`src/hdl/pisr_pkg.sv`:
```
package pisr_pkg;

    // package and core idle state codes, numerically ordered by depth
    typedef enum logic [3:0] {
        PK_C0 = 4'h0,
        PK_C2 = 4'h2,
        PK_C3 = 4'h3,
        PK_C6 = 4'h6,
        PK_C7 = 4'h7,
        PK_C7_SINGLE = 4'h8,
        PK_C8 = 4'h9,
        PK_C9 = 4'ha,
        PK_C10 = 4'hb
    } pisr_state_t;

    localparam int NCORES = 4;
    localparam int NTHREADS = 2;
    localparam int CACHE_WAYS = 8;

    // core request code for shallow core states
    localparam logic [3:0] CORE_C1 = 4'h1;

    localparam int CLK_PERIOD_PS = 5000;
    localparam int FLUSH_WAY_NS = 100;
    localparam int FLUSH_WAY_CYC =
        (FLUSH_WAY_NS * 1000 + CLK_PERIOD_PS - 1) / CLK_PERIOD_PS;

    // register offsets
    localparam logic [7:0] CTRL_OFF = 8'h00;
    localparam logic [7:0] STAT_OFF = 8'h04;

    // control field positions and reset values
    localparam int CTRL_EN_BIT = 0;
    localparam int CTRL_HEUR_BIT = 1;
    localparam int CTRL_TCOLD_BIT = 2;
    localparam int CTRL_LIM_LSB = 4;
    localparam logic CTRL_EN_RST = 1'b1;
    localparam logic CTRL_HEUR_RST = 1'b0;
    localparam logic CTRL_TCOLD_RST = 1'b1;
    localparam logic [3:0] CTRL_LIM_RST = 4'hb;

    // status field positions
    localparam int ST_PKG_LSB = 0;
    localparam int ST_CMIN_LSB = 4;
    localparam int ST_PREV_LSB = 8;
    localparam int ST_WAY_LSB = 12;
    localparam int ST_SVCMEM_BIT = 16;
    localparam int ST_WAKE_BIT = 17;
    localparam int ST_SVCCORE_BIT = 18;
    localparam int ST_LLCOFF_BIT = 19;

    // synchronised platform pin positions
    localparam int SY_LAT_LSB = 0;
    localparam int SY_TIMER = 4;
    localparam int SY_GFX = 5;
    localparam int SY_DOFF = 6;
    localparam int SY_SELF_REF = 7;
    localparam int SY_SINGLE = 8;
    localparam int SY_SR_CAP = 9;
    localparam int SY_TCATT = 10;
    localparam int SY_MEMBRK = 11;
    localparam int SY_MEMPEND = 12;
    localparam int SY_HOLD = 13;
    localparam int NSYNC = 14;

endpackage

```
`src/hdl/pisr_core_if.sv`:
```
`timescale 1ns/1ps
interface pisr_core_if;
    import pisr_pkg::*;
    logic [NCORES*4-1:0] core_req;
    logic [NCORES*NTHREADS-1:0] thread_active;
    logic [3:0] core_min;
    modport resolver (input core_req, input thread_active, output core_min);
    modport user (output core_req, output thread_active, input core_min);
endinterface

```
`src/hdl/pisr_core_min.sv`:
```
`timescale 1ns/1ps
module pisr_core_min
    import pisr_pkg::*;
(
    pisr_core_if.resolver cif
);

    // resolve one core: any active thread forces the active state
    function automatic logic [3:0] pisr_core_state(
        input logic [3:0] req,
        input logic [NTHREADS-1:0] act
    );
        logic [3:0] s;
        s = req;
        if (|act) begin
            s = 4'h0;
        end
        return s;
    endfunction

    always_comb begin
        logic [3:0] m;
        logic [3:0] c;
        m = 4'hf;
        c = 4'h0;
        for (int i = 0; i < NCORES; i++) begin
            c = pisr_core_state(cif.core_req[i*4 +: 4],
                cif.thread_active[i*NTHREADS +: NTHREADS]);
            if (c < m) begin
                m = c;
            end
        end
        cif.core_min = m;
    end

endmodule

```
`src/hdl/pisr_top.sv`:
```
// Design decisions made here: register access over APB and the placing of the registers.
`timescale 1ns/1ps
module pisr_top
    import pisr_pkg::*;
(
    input wire logic pclk,
    input wire logic presetn,
    input wire logic psel,
    input wire logic penable,
    input wire logic pwrite,
    input wire logic [7:0] paddr,
    input wire logic [31:0] pwdata,
    output logic [31:0] prdata,
    output logic pready,
    output logic pslverr,
    input wire logic [NCORES*4-1:0] core_req,
    input wire logic [NCORES*NTHREADS-1:0] thread_active,
    input wire logic [NCORES-1:0] core_break,
    input wire logic break_masked,
    input wire logic [3:0] latency_tolerance_report,
    input wire logic timer_event_near,
    input wire logic graphics_deep_idle,
    input wire logic display_off,
    input wire logic panel_self_refresh,
    input wire logic single_embedded_panel,
    input wire logic panel_self_refresh_capable,
    input wire logic typec_attached,
    input wire logic mem_break,
    input wire logic mem_pending,
    input wire logic platform_hold,
    output logic [3:0] pkg_state,
    output logic [NCORES-1:0] core_wake,
    output logic mem_self_refresh,
    output logic base_clk_stop,
    output logic core_regulators_reduce,
    output logic last_level_cache_flushing,
    output logic last_level_cache_power_off,
    output logic io_supply,
    output logic regulator_low_power_state,
    output logic crystal_clk_stop,
    output logic typec_cold_state
);

    typedef struct packed {
        logic [NSYNC-1:0] sy1;
        logic [NSYNC-1:0] sy2;
        pisr_state_t pkg;
        pisr_state_t prev;
        logic svc_mem;
        logic svc_core;
        logic wake_hold;
        logic [3:0] way;
        logic [7:0] div;
        logic en;
        logic heur;
        logic tcold_en;
        logic [3:0] lim;
        logic [31:0] rdata;
        logic slverr;
        logic [NCORES-1:0] wake;
        logic msr;
        logic bclk;
        logic creg;
        logic flushing;
        logic llc_off;
        logic io_on;
        logic vr_lp;
        logic xtal;
        logic tcold;
    } pisr_regs_t;

    localparam logic [3:0] WAYS_ALL = 4'(CACHE_WAYS);
    localparam logic [7:0] DIV_LAST = 8'(FLUSH_WAY_CYC - 1);

    pisr_regs_t r;
    pisr_regs_t next_r;
    pisr_core_if cif();
    logic [NSYNC-1:0] pins;
    logic [3:0] core_min;
    pisr_state_t target;
    pisr_state_t step;

    function automatic logic [3:0] pisr_min(
        input logic [3:0] a,
        input logic [3:0] b
    );
        return (a < b) ? a : b;
    endfunction

    // one move toward the target, passing C2 next to C0
    function automatic pisr_state_t pisr_step(
        input pisr_state_t cur,
        input pisr_state_t tgt
    );
        pisr_state_t s;
        s = tgt;
        if (tgt == PK_C0 && cur > PK_C2) begin
            s = PK_C2;
        end else if (cur == PK_C0 && tgt > PK_C2) begin
            s = PK_C2;
        end
        return s;
    endfunction

    assign cif.core_req = core_req;
    assign cif.thread_active = thread_active;
    assign core_min = cif.core_min;

    pisr_core_min u_core_min (
        .cif(cif.resolver)
    );

    assign pins = {platform_hold, mem_pending, mem_break, typec_attached,
        panel_self_refresh_capable, single_embedded_panel, panel_self_refresh,
        display_off, graphics_deep_idle, timer_event_near,
        latency_tolerance_report};

    // deepest package state the present conditions allow
    always_comb begin
        logic [3:0] d;
        logic disp_ok;
        logic deep_req;
        disp_ok = r.sy2[SY_DOFF] | (r.sy2[SY_SELF_REF] & r.sy2[SY_SINGLE]
            & r.sy2[SY_SR_CAP]);
        deep_req = (core_min >= PK_C6) & r.sy2[SY_GFX];
        d = core_min;
        if (!disp_ok) begin
            d = pisr_min(d, PK_C8);
        end
        if (r.heur) begin
            d = pisr_min(d, r.lim);
        end
        d = pisr_min(d, r.sy2[SY_LAT_LSB +: 4]);
        if (r.sy2[SY_TIMER]) begin
            d = PK_C2;
        end
        if (d < PK_C3) begin
            d = PK_C2;
        end
        case (d)
            4'h2: target = PK_C2;
            4'h3: target = PK_C3;
            4'h4: target = PK_C3;
            4'h5: target = PK_C3;
            4'h6: target = PK_C6;
            4'h7: target = PK_C7;
            4'h8: target = PK_C7_SINGLE;
            4'h9: target = PK_C8;
            4'ha: target = PK_C9;
            4'hb: target = PK_C10;
            default: target = PK_C10;
        endcase
        if (!deep_req || !r.en || r.wake_hold) begin
            target = PK_C0;
        end else if (r.svc_mem || r.svc_core) begin
            target = PK_C2;
        end
        step = pisr_step(r.pkg, target);
    end

    always_comb begin
        logic acc;
        logic setup;
        logic [31:0] rd;
        logic brk;
        next_r = r;
        next_r.sy1 = pins;
        next_r.sy2 = r.sy1;
        acc = psel & penable;
        setup = psel & ~penable;
        rd = 32'h0;
        brk = 1'b0;

        // register writes land in the access phase
        if (acc && pwrite && paddr == CTRL_OFF) begin
            next_r.en = pwdata[CTRL_EN_BIT];
            next_r.heur = pwdata[CTRL_HEUR_BIT];
            next_r.tcold_en = pwdata[CTRL_TCOLD_BIT];
            next_r.lim = pwdata[CTRL_LIM_LSB +: 4];
        end

        // read data and error captured in setup, shown in access
        if (setup) begin
            next_r.slverr = 1'b0;
            case (paddr)
                CTRL_OFF: begin
                    rd[CTRL_EN_BIT] = r.en;
                    rd[CTRL_HEUR_BIT] = r.heur;
                    rd[CTRL_TCOLD_BIT] = r.tcold_en;
                    rd[CTRL_LIM_LSB +: 4] = r.lim;
                end
                STAT_OFF: begin
                    rd[ST_PKG_LSB +: 4] = r.pkg;
                    rd[ST_CMIN_LSB +: 4] = core_min;
                    rd[ST_PREV_LSB +: 4] = r.prev;
                    rd[ST_WAY_LSB +: 4] = r.way;
                    rd[ST_SVCMEM_BIT] = r.svc_mem;
                    rd[ST_WAKE_BIT] = r.wake_hold;
                    rd[ST_SVCCORE_BIT] = r.svc_core;
                    rd[ST_LLCOFF_BIT] = r.llc_off;
                end
                default: begin
                    next_r.slverr = pwrite ? 1'b1 : 1'b1;
                end
            endcase
            next_r.rdata = rd;
        end

        // release before a new break, so a fresh break wins
        if (r.wake_hold && core_min < PK_C6) begin
            next_r.wake_hold = 1'b0;
        end

        // core break while idle: wake and deliver to the target core
        brk = (|core_break) && r.pkg != PK_C0;
        next_r.wake = brk ? core_break : '0;
        if (brk && !break_masked) begin
            next_r.wake_hold = 1'b1;
            next_r.svc_core = 1'b0;
        end else if (brk) begin
            next_r.svc_core = 1'b1;
            next_r.prev = r.pkg;
        end else if (r.svc_core && r.pkg == PK_C2) begin
            next_r.svc_core = 1'b0;
        end

        // memory or snoop break from a deep state
        if (r.sy2[SY_MEMBRK] && r.pkg >= PK_C3) begin
            next_r.svc_mem = 1'b1;
            next_r.prev = r.pkg;
        end else if (r.svc_mem && !r.sy2[SY_MEMPEND]
            && !r.sy2[SY_HOLD]) begin
            next_r.svc_mem = 1'b0;
        end else if (r.svc_mem && r.sy2[SY_HOLD]) begin
            next_r.svc_mem = 1'b1;
        end

        next_r.pkg = step;

        // cache flush: progressive in C7, at once from single-flush C7 down
        next_r.div = 8'h0;
        if (r.pkg >= PK_C7_SINGLE) begin
            next_r.way = WAYS_ALL;
        end else if (r.pkg == PK_C7 && r.way != WAYS_ALL) begin
            next_r.div = r.div + 8'h1;
            if (r.div == DIV_LAST) begin
                next_r.div = 8'h0;
                next_r.way = r.way + 4'h1;
            end
        end else if (r.pkg < PK_C7) begin
            next_r.way = 4'h0;
        end

        next_r.msr = step >= PK_C3;
        next_r.bclk = step >= PK_C6;
        next_r.creg = step >= PK_C6;
        next_r.flushing = step == PK_C7
            && next_r.way != WAYS_ALL;
        next_r.llc_off = next_r.way == WAYS_ALL
            && step >= PK_C7;
        next_r.io_on = step != PK_C10;
        next_r.vr_lp = step == PK_C10;
        next_r.xtal = step == PK_C10;
        next_r.tcold = step == PK_C10 && r.tcold_en
            && !r.sy2[SY_TCATT];
    end

    always_ff @(posedge pclk or negedge presetn) begin
        if (!presetn) begin
            r <= '{
                sy1: '0,
                sy2: '0,
                pkg: PK_C0,
                prev: PK_C0,
                svc_mem: 1'b0,
                svc_core: 1'b0,
                wake_hold: 1'b0,
                way: 4'h0,
                div: 8'h0,
                en: CTRL_EN_RST,
                heur: CTRL_HEUR_RST,
                tcold_en: CTRL_TCOLD_RST,
                lim: CTRL_LIM_RST,
                rdata: 32'h0,
                slverr: 1'b0,
                wake: '0,
                msr: 1'b0,
                bclk: 1'b0,
                creg: 1'b0,
                flushing: 1'b0,
                llc_off: 1'b0,
                io_on: 1'b1,
                vr_lp: 1'b0,
                xtal: 1'b0,
                tcold: 1'b0
            };
        end else begin
            r <= next_r;
        end
    end

    assign pready = 1'b1;
    assign prdata = r.rdata;
    assign pslverr = r.slverr & psel & penable;
    assign pkg_state = r.pkg;
    assign core_wake = r.wake;
    assign mem_self_refresh = r.msr;
    assign base_clk_stop = r.bclk;
    assign core_regulators_reduce = r.creg;
    assign last_level_cache_flushing = r.flushing;
    assign last_level_cache_power_off = r.llc_off;
    assign io_supply = r.io_on;
    assign regulator_low_power_state = r.vr_lp;
    assign crystal_clk_stop = r.xtal;
    assign typec_cold_state = r.tcold;

endmodule

```
`config.mk`:
```
export PLATFORM = sky130hd
export DESIGN_NAME = pisr_top
export DESIGN_NICKNAME = d
export VERILOG_FILES = /design/src/hdl/pisr_pkg.sv /design/src/hdl/pisr_core_if.sv /design/src/hdl/pisr_core_min.sv /design/src/hdl/pisr_top.sv
export SDC_FILE = /design/constraint.sdc
export NUM_CORES = 1
export LEC_CHECK = 0
export BUFFER_PORTS_ARGS = -buffer_cell sky130_fd_sc_hd__buf_4
export CAP_MARGIN = 20
export CORE_MARGIN = 4
export CORE_UTILIZATION = 49
export CTS_BUF_LIST = sky130_fd_sc_hd__clkbuf_2
export CTS_CLUSTER_DIAMETER = 100
export DETAILED_ROUTE_END_ITERATION = 8
export PLACE_DENSITY = 0.81
export SLEW_MARGIN = 20
export SYNTH_ARGS = -nofsm -noshare
export SYNTH_HDL_FRONTEND = slang
export SYNTH_SLANG_ARGS = --single-unit
```
`constraint.sdc`:
```
create_clock -name pclk -period 4.49 [get_ports pclk]
set_input_delay 0.898 -clock pclk [delete_from_list [all_inputs] [get_ports pclk]]
set_output_delay 0.898 -clock pclk [all_outputs]
set_load 0.05 [all_outputs]
```
==> flow_summary.json <==
{
  "cp_slowest_stage_delay_ps": 340,
  "r2r_start": "r[82]",
  "cts_tree": "done",
  "fmax_mhz": 136,
  "power_frac_seq": 0.443,
  "timing.final.crit_share": 1.64,
  "swShare": 0.292,
  "violations": "negative setup slack",
  "layout_setup_ws_ps": -2870,
  "die_h_um": 108,
  "diodes": 0,
  "drtIter0Drc": 292,
  "setup_viol": 13,
  "final-hold-violation-count": 0,
  "routedWlPerCell_um": 16.3,
  "p_per_area_nw_per_um2": 276,
  "grt_overflow_total": 0,
  "net-switching-power_mw": 0.551,
  "cts_buffers": 9,
  "std_cell_rows": 36,
  "cp.required_ps": 4940,
  "htree_levels": 3,
  "num_vias": 4290,
  "p_leak_nw": 3.28,
  "hpwlAfterDp_um": 8990,
  "worstSetupEndpointType": "flip-flop",
  "fin_nets": 764,
  "cts-root-buf": "clkbuf_2",
  "synth_area_um2": 4900,
  "r2r_slack_ps": 370,
  "rr_worst_depth": 19,
  "design_area_um2": 6840,
  "crit_arrival_ps": 7810,
  "worstSkewPairLatency_ps": 580,
  "pwr-share-clk": 0.293,
  "layout-drive-gt1-share": 0.475,
  "p_comb_frac": 0.264,
  "start_util": 0.501,
  "dpl-instance-area_um2": 6230,
  "ys_seq_area_frac": 0.461,
  "critical_path.startpoint": "thread_active[0]",
  "crit_path_top_delay_cell": "ha_2",
  "viasPerCell": 5.39,
  "crit_type": "in -> reg",
  "drt-pass1-iter-count": 4,
  "hp-class": "in -> async",
  "syn-instance-count": 485,
  "ioPinCount": 139,
  "postLayoutCoreUtil": 0.699,
  "drt-total-wl_um": 12900,
  "gp_congestion": 0.957,
  "postRouteAntennaNets": 0,
  "grtUsageTotal": 0.233,
  "finalMaxSlewViolations": 0,
  "synth.distinct_cells": 72,
  "cap_viol_max_count": 0,
  "antenna_found_initial": 0,
  "tightest_slew_ps": 933,
  "ys_ff_latch": 90,
  "rr_endpoint": "pkg_state[1]",
  "endpoint": "pkg_state[1]",
  "synth_edf_count": 0,
  "grt_max_degree": 62,
  "syn_area_per_cell_um2": 10.1,
  "clockBufferDepth": 2,
  "status": "finished with violations",
  "portBuffers": 100,
  "fp.dieArea_um2": 11700,
  "synth_ff_type": "dfrtp_1",
  "fin_worst_skew_ps": 49.8,
  "coreArea_um2": 9770,
  "cp-start-kind": "input pin",
  "p_int_mw": 1.33,
  "grt_pass1_vias": 4558,
  "ys_warn_count": 0,
  "slew_headroom": 0.375,
  "period_minus_slack_ps": 7360,
  "clkTransAtPathRegs_ps": 300,
  "die_x_um": 108,
  "areaGrowthSynthToFinish_pct": 39.5,
  "ir_worst_vdd_mv": 0.215,
  "drc": 0,
  "rsz0062_at_grt": "true",
  "cts.sinks": 90,
  "critPathMaxFanout": 4,
  "grt_pass1_wl_um": 21600,
  "synthArstFlopShare": 1.00
}
final cells by class:
cell class,count,area (um2)
fillers,681,2940
multi-input cells,336,2590
flip-flops and latches,90,2260
repair buffers,202,1560
well taps,133,166
clock inverters,7,135
inverters,19,71.3
clock buffers,9,45.0
cells in the final DEF (no fill, tap or decap), types with 4 or more instances in the layout:
cell,synthesis,layout
nand2_2,1,6
ha_1,18,12
ha_4,0,5
mux2_2,13,13
nand2_1,49,43
o21a_1,4,4
conb_1,2,13
nor2b_1,8,8
dfstp_2,6,6
nand3b_1,4,4
clkbuf_2,0,9
a21oi_1,24,18
o21ai_0,20,12
mux2i_1,7,6
a21o_1,6,6
xor2_1,4,4
buf_4,43,194
nor3b_2,2,4
nor2_4,0,6
nor2_1,38,30
nand4_1,7,7
o21ai_2,2,7
inv_1,19,18
and2_1,7,6
dfrtp_1,84,84
buf_6,1,6
nand3_1,9,8
a21oi_2,0,5
a22o_1,13,13
Yosys cell counts, types with 4 or more instances:
| library cell | instances | share of area |
|---|---|---|
| nor2_1 | 38 | 0.029 |
| a21o_1 | 6 | 0.0092 |
| buf_4 | 43 | 0.066 |
| nor2b_1 | 8 | 0.010 |
| mux2_2 | 13 | 0.030 |
| mux2i_1 | 7 | 0.014 |
| o31ai_1 | 4 | 0.0061 |
| a31oi_1 | 4 | 0.0051 |
| nor4_1 | 5 | 0.0064 |
| nand4_1 | 7 | 0.0089 |
| inv_1 | 19 | 0.015 |
| a21oi_1 | 24 | 0.025 |
| o21a_1 | 4 | 0.0061 |
| clkbuf_1 | 6 | 0.0046 |
| dfrtp_1 | 84 | 0.43 |
| a22o_1 | 13 | 0.023 |
| nor3_1 | 5 | 0.0051 |
| xor2_1 | 4 | 0.0071 |
| nand3_1 | 9 | 0.0092 |
| nand2_1 | 49 | 0.038 |
| dfstp_2 | 6 | 0.032 |
| ha_1 | 18 | 0.046 |
| and2_1 | 7 | 0.0089 |
| nand3b_1 | 4 | 0.0061 |
| nor3b_1 | 4 | 0.0061 |
| o21ai_0 | 20 | 0.020 |
| and2_2 | 4 | 0.0061 |
worst min path at each step:
stage / startpoint / endpoint / slack, ps / depth (start not counted)
6_report: presetn / prdata[3] / 330 / 1
5_1_grt: presetn / prdata[3] / 340 / 1
4_1_cts: presetn / core_wake[1] / 340 / 1
3_5_place_dp: next_r[80] / r[80] / 330 / 0
3_3_place_gp: next_r[86] / r[86] / 330 / 0
2_1_floorplan: next_r[76] / r[76] / 330 / 0
worst max-delay path: cells and delay by family:
| kind | cells | cell delay (ps) |
|---|---|---|
| AO/OA/AOI/OAI | 21 | 4170 |
| AND/OR/NAND/NOR | 10 | 1230 |
| adder cells (fa/ha/maj) | 5 | 1280 |
| buffers and inverters | 2 | 230 |
logic make-up (layout without fill, tap and decap cells):
family,count (synthesis),in the layout,share of synthesized area
compound gates,112,112,0.168
xor+xnor,5,5,0.00894
fa+ha+maj,19,19,0.0480
buf+inv,70,237,0.0894
flops,90,90,0.461
mux,20,20,0.0442
other cells,2,13,0.00153
simple gates,167,167,0.179
registers in the layout, summed over array words and instances (netlist names):
signal and count:
r 41, prdata 20, next_r 14, core_wake 4
pkg_state 4, core_regulators_reduce 1, crystal_clk_stop 1, io_supply 1
last_level_cache_flushing 1, last_level_cache_power_off 1, mem_self_refresh 1, typec_cold_state 1
metal layers:
metal | global-route usage | vias to the layer above | part of all wire
li1 | - | 2027 | -
met1 | 0.285 | 2055 | 0.40
met2 | 0.405 | 167 | 0.49
met3 | 0.0501 | 41 | 0.071
met4 | 0.0893 | 0 | 0.034
met5 | 0 | - | 0
per-stage QoR:
stage / setup WS [ps] / setup TNS [ps] / instances / hold slack (ps) / power, mW
3_3_place_gp: -2970 / -31810 / 759 / 333 / 1.21
4_1_cts: -2450 / -26710 / 812 / 343 / 1.90
5_1_grt: -3140 / -31790 / 796 / 340 / 1.97
3_5_place_dp: -3350 / -36420 / 759 / 335 / 1.22
2_1_floorplan: -2830 / -27510 / 496 / 331 / 1.06
6_report: -2870 / -28750 / 796 / 328 / 1.89
power by group through the flow:
stage | clock network, mW | logic (mW) | registers, mW
after floorplan | 0 | 0.211 | 0.845
final | 0.552 | 0.498 | 0.836
after global routing | 0.595 | 0.532 | 0.838
after detailed placement | 0 | 0.373 | 0.848
after CTS | 0.563 | 0.498 | 0.836
after global placement | 0 | 0.359 | 0.848
what timing repair did:
action / CTS / global route
endpoints found under the setup margin: 12 / 13
buffers inserted: 37 / 8
hold buffers: 0 / 0
gates resized for setup: 27 / 32
pin swaps: 21 / 26
(Power assumes the default switching activity.)
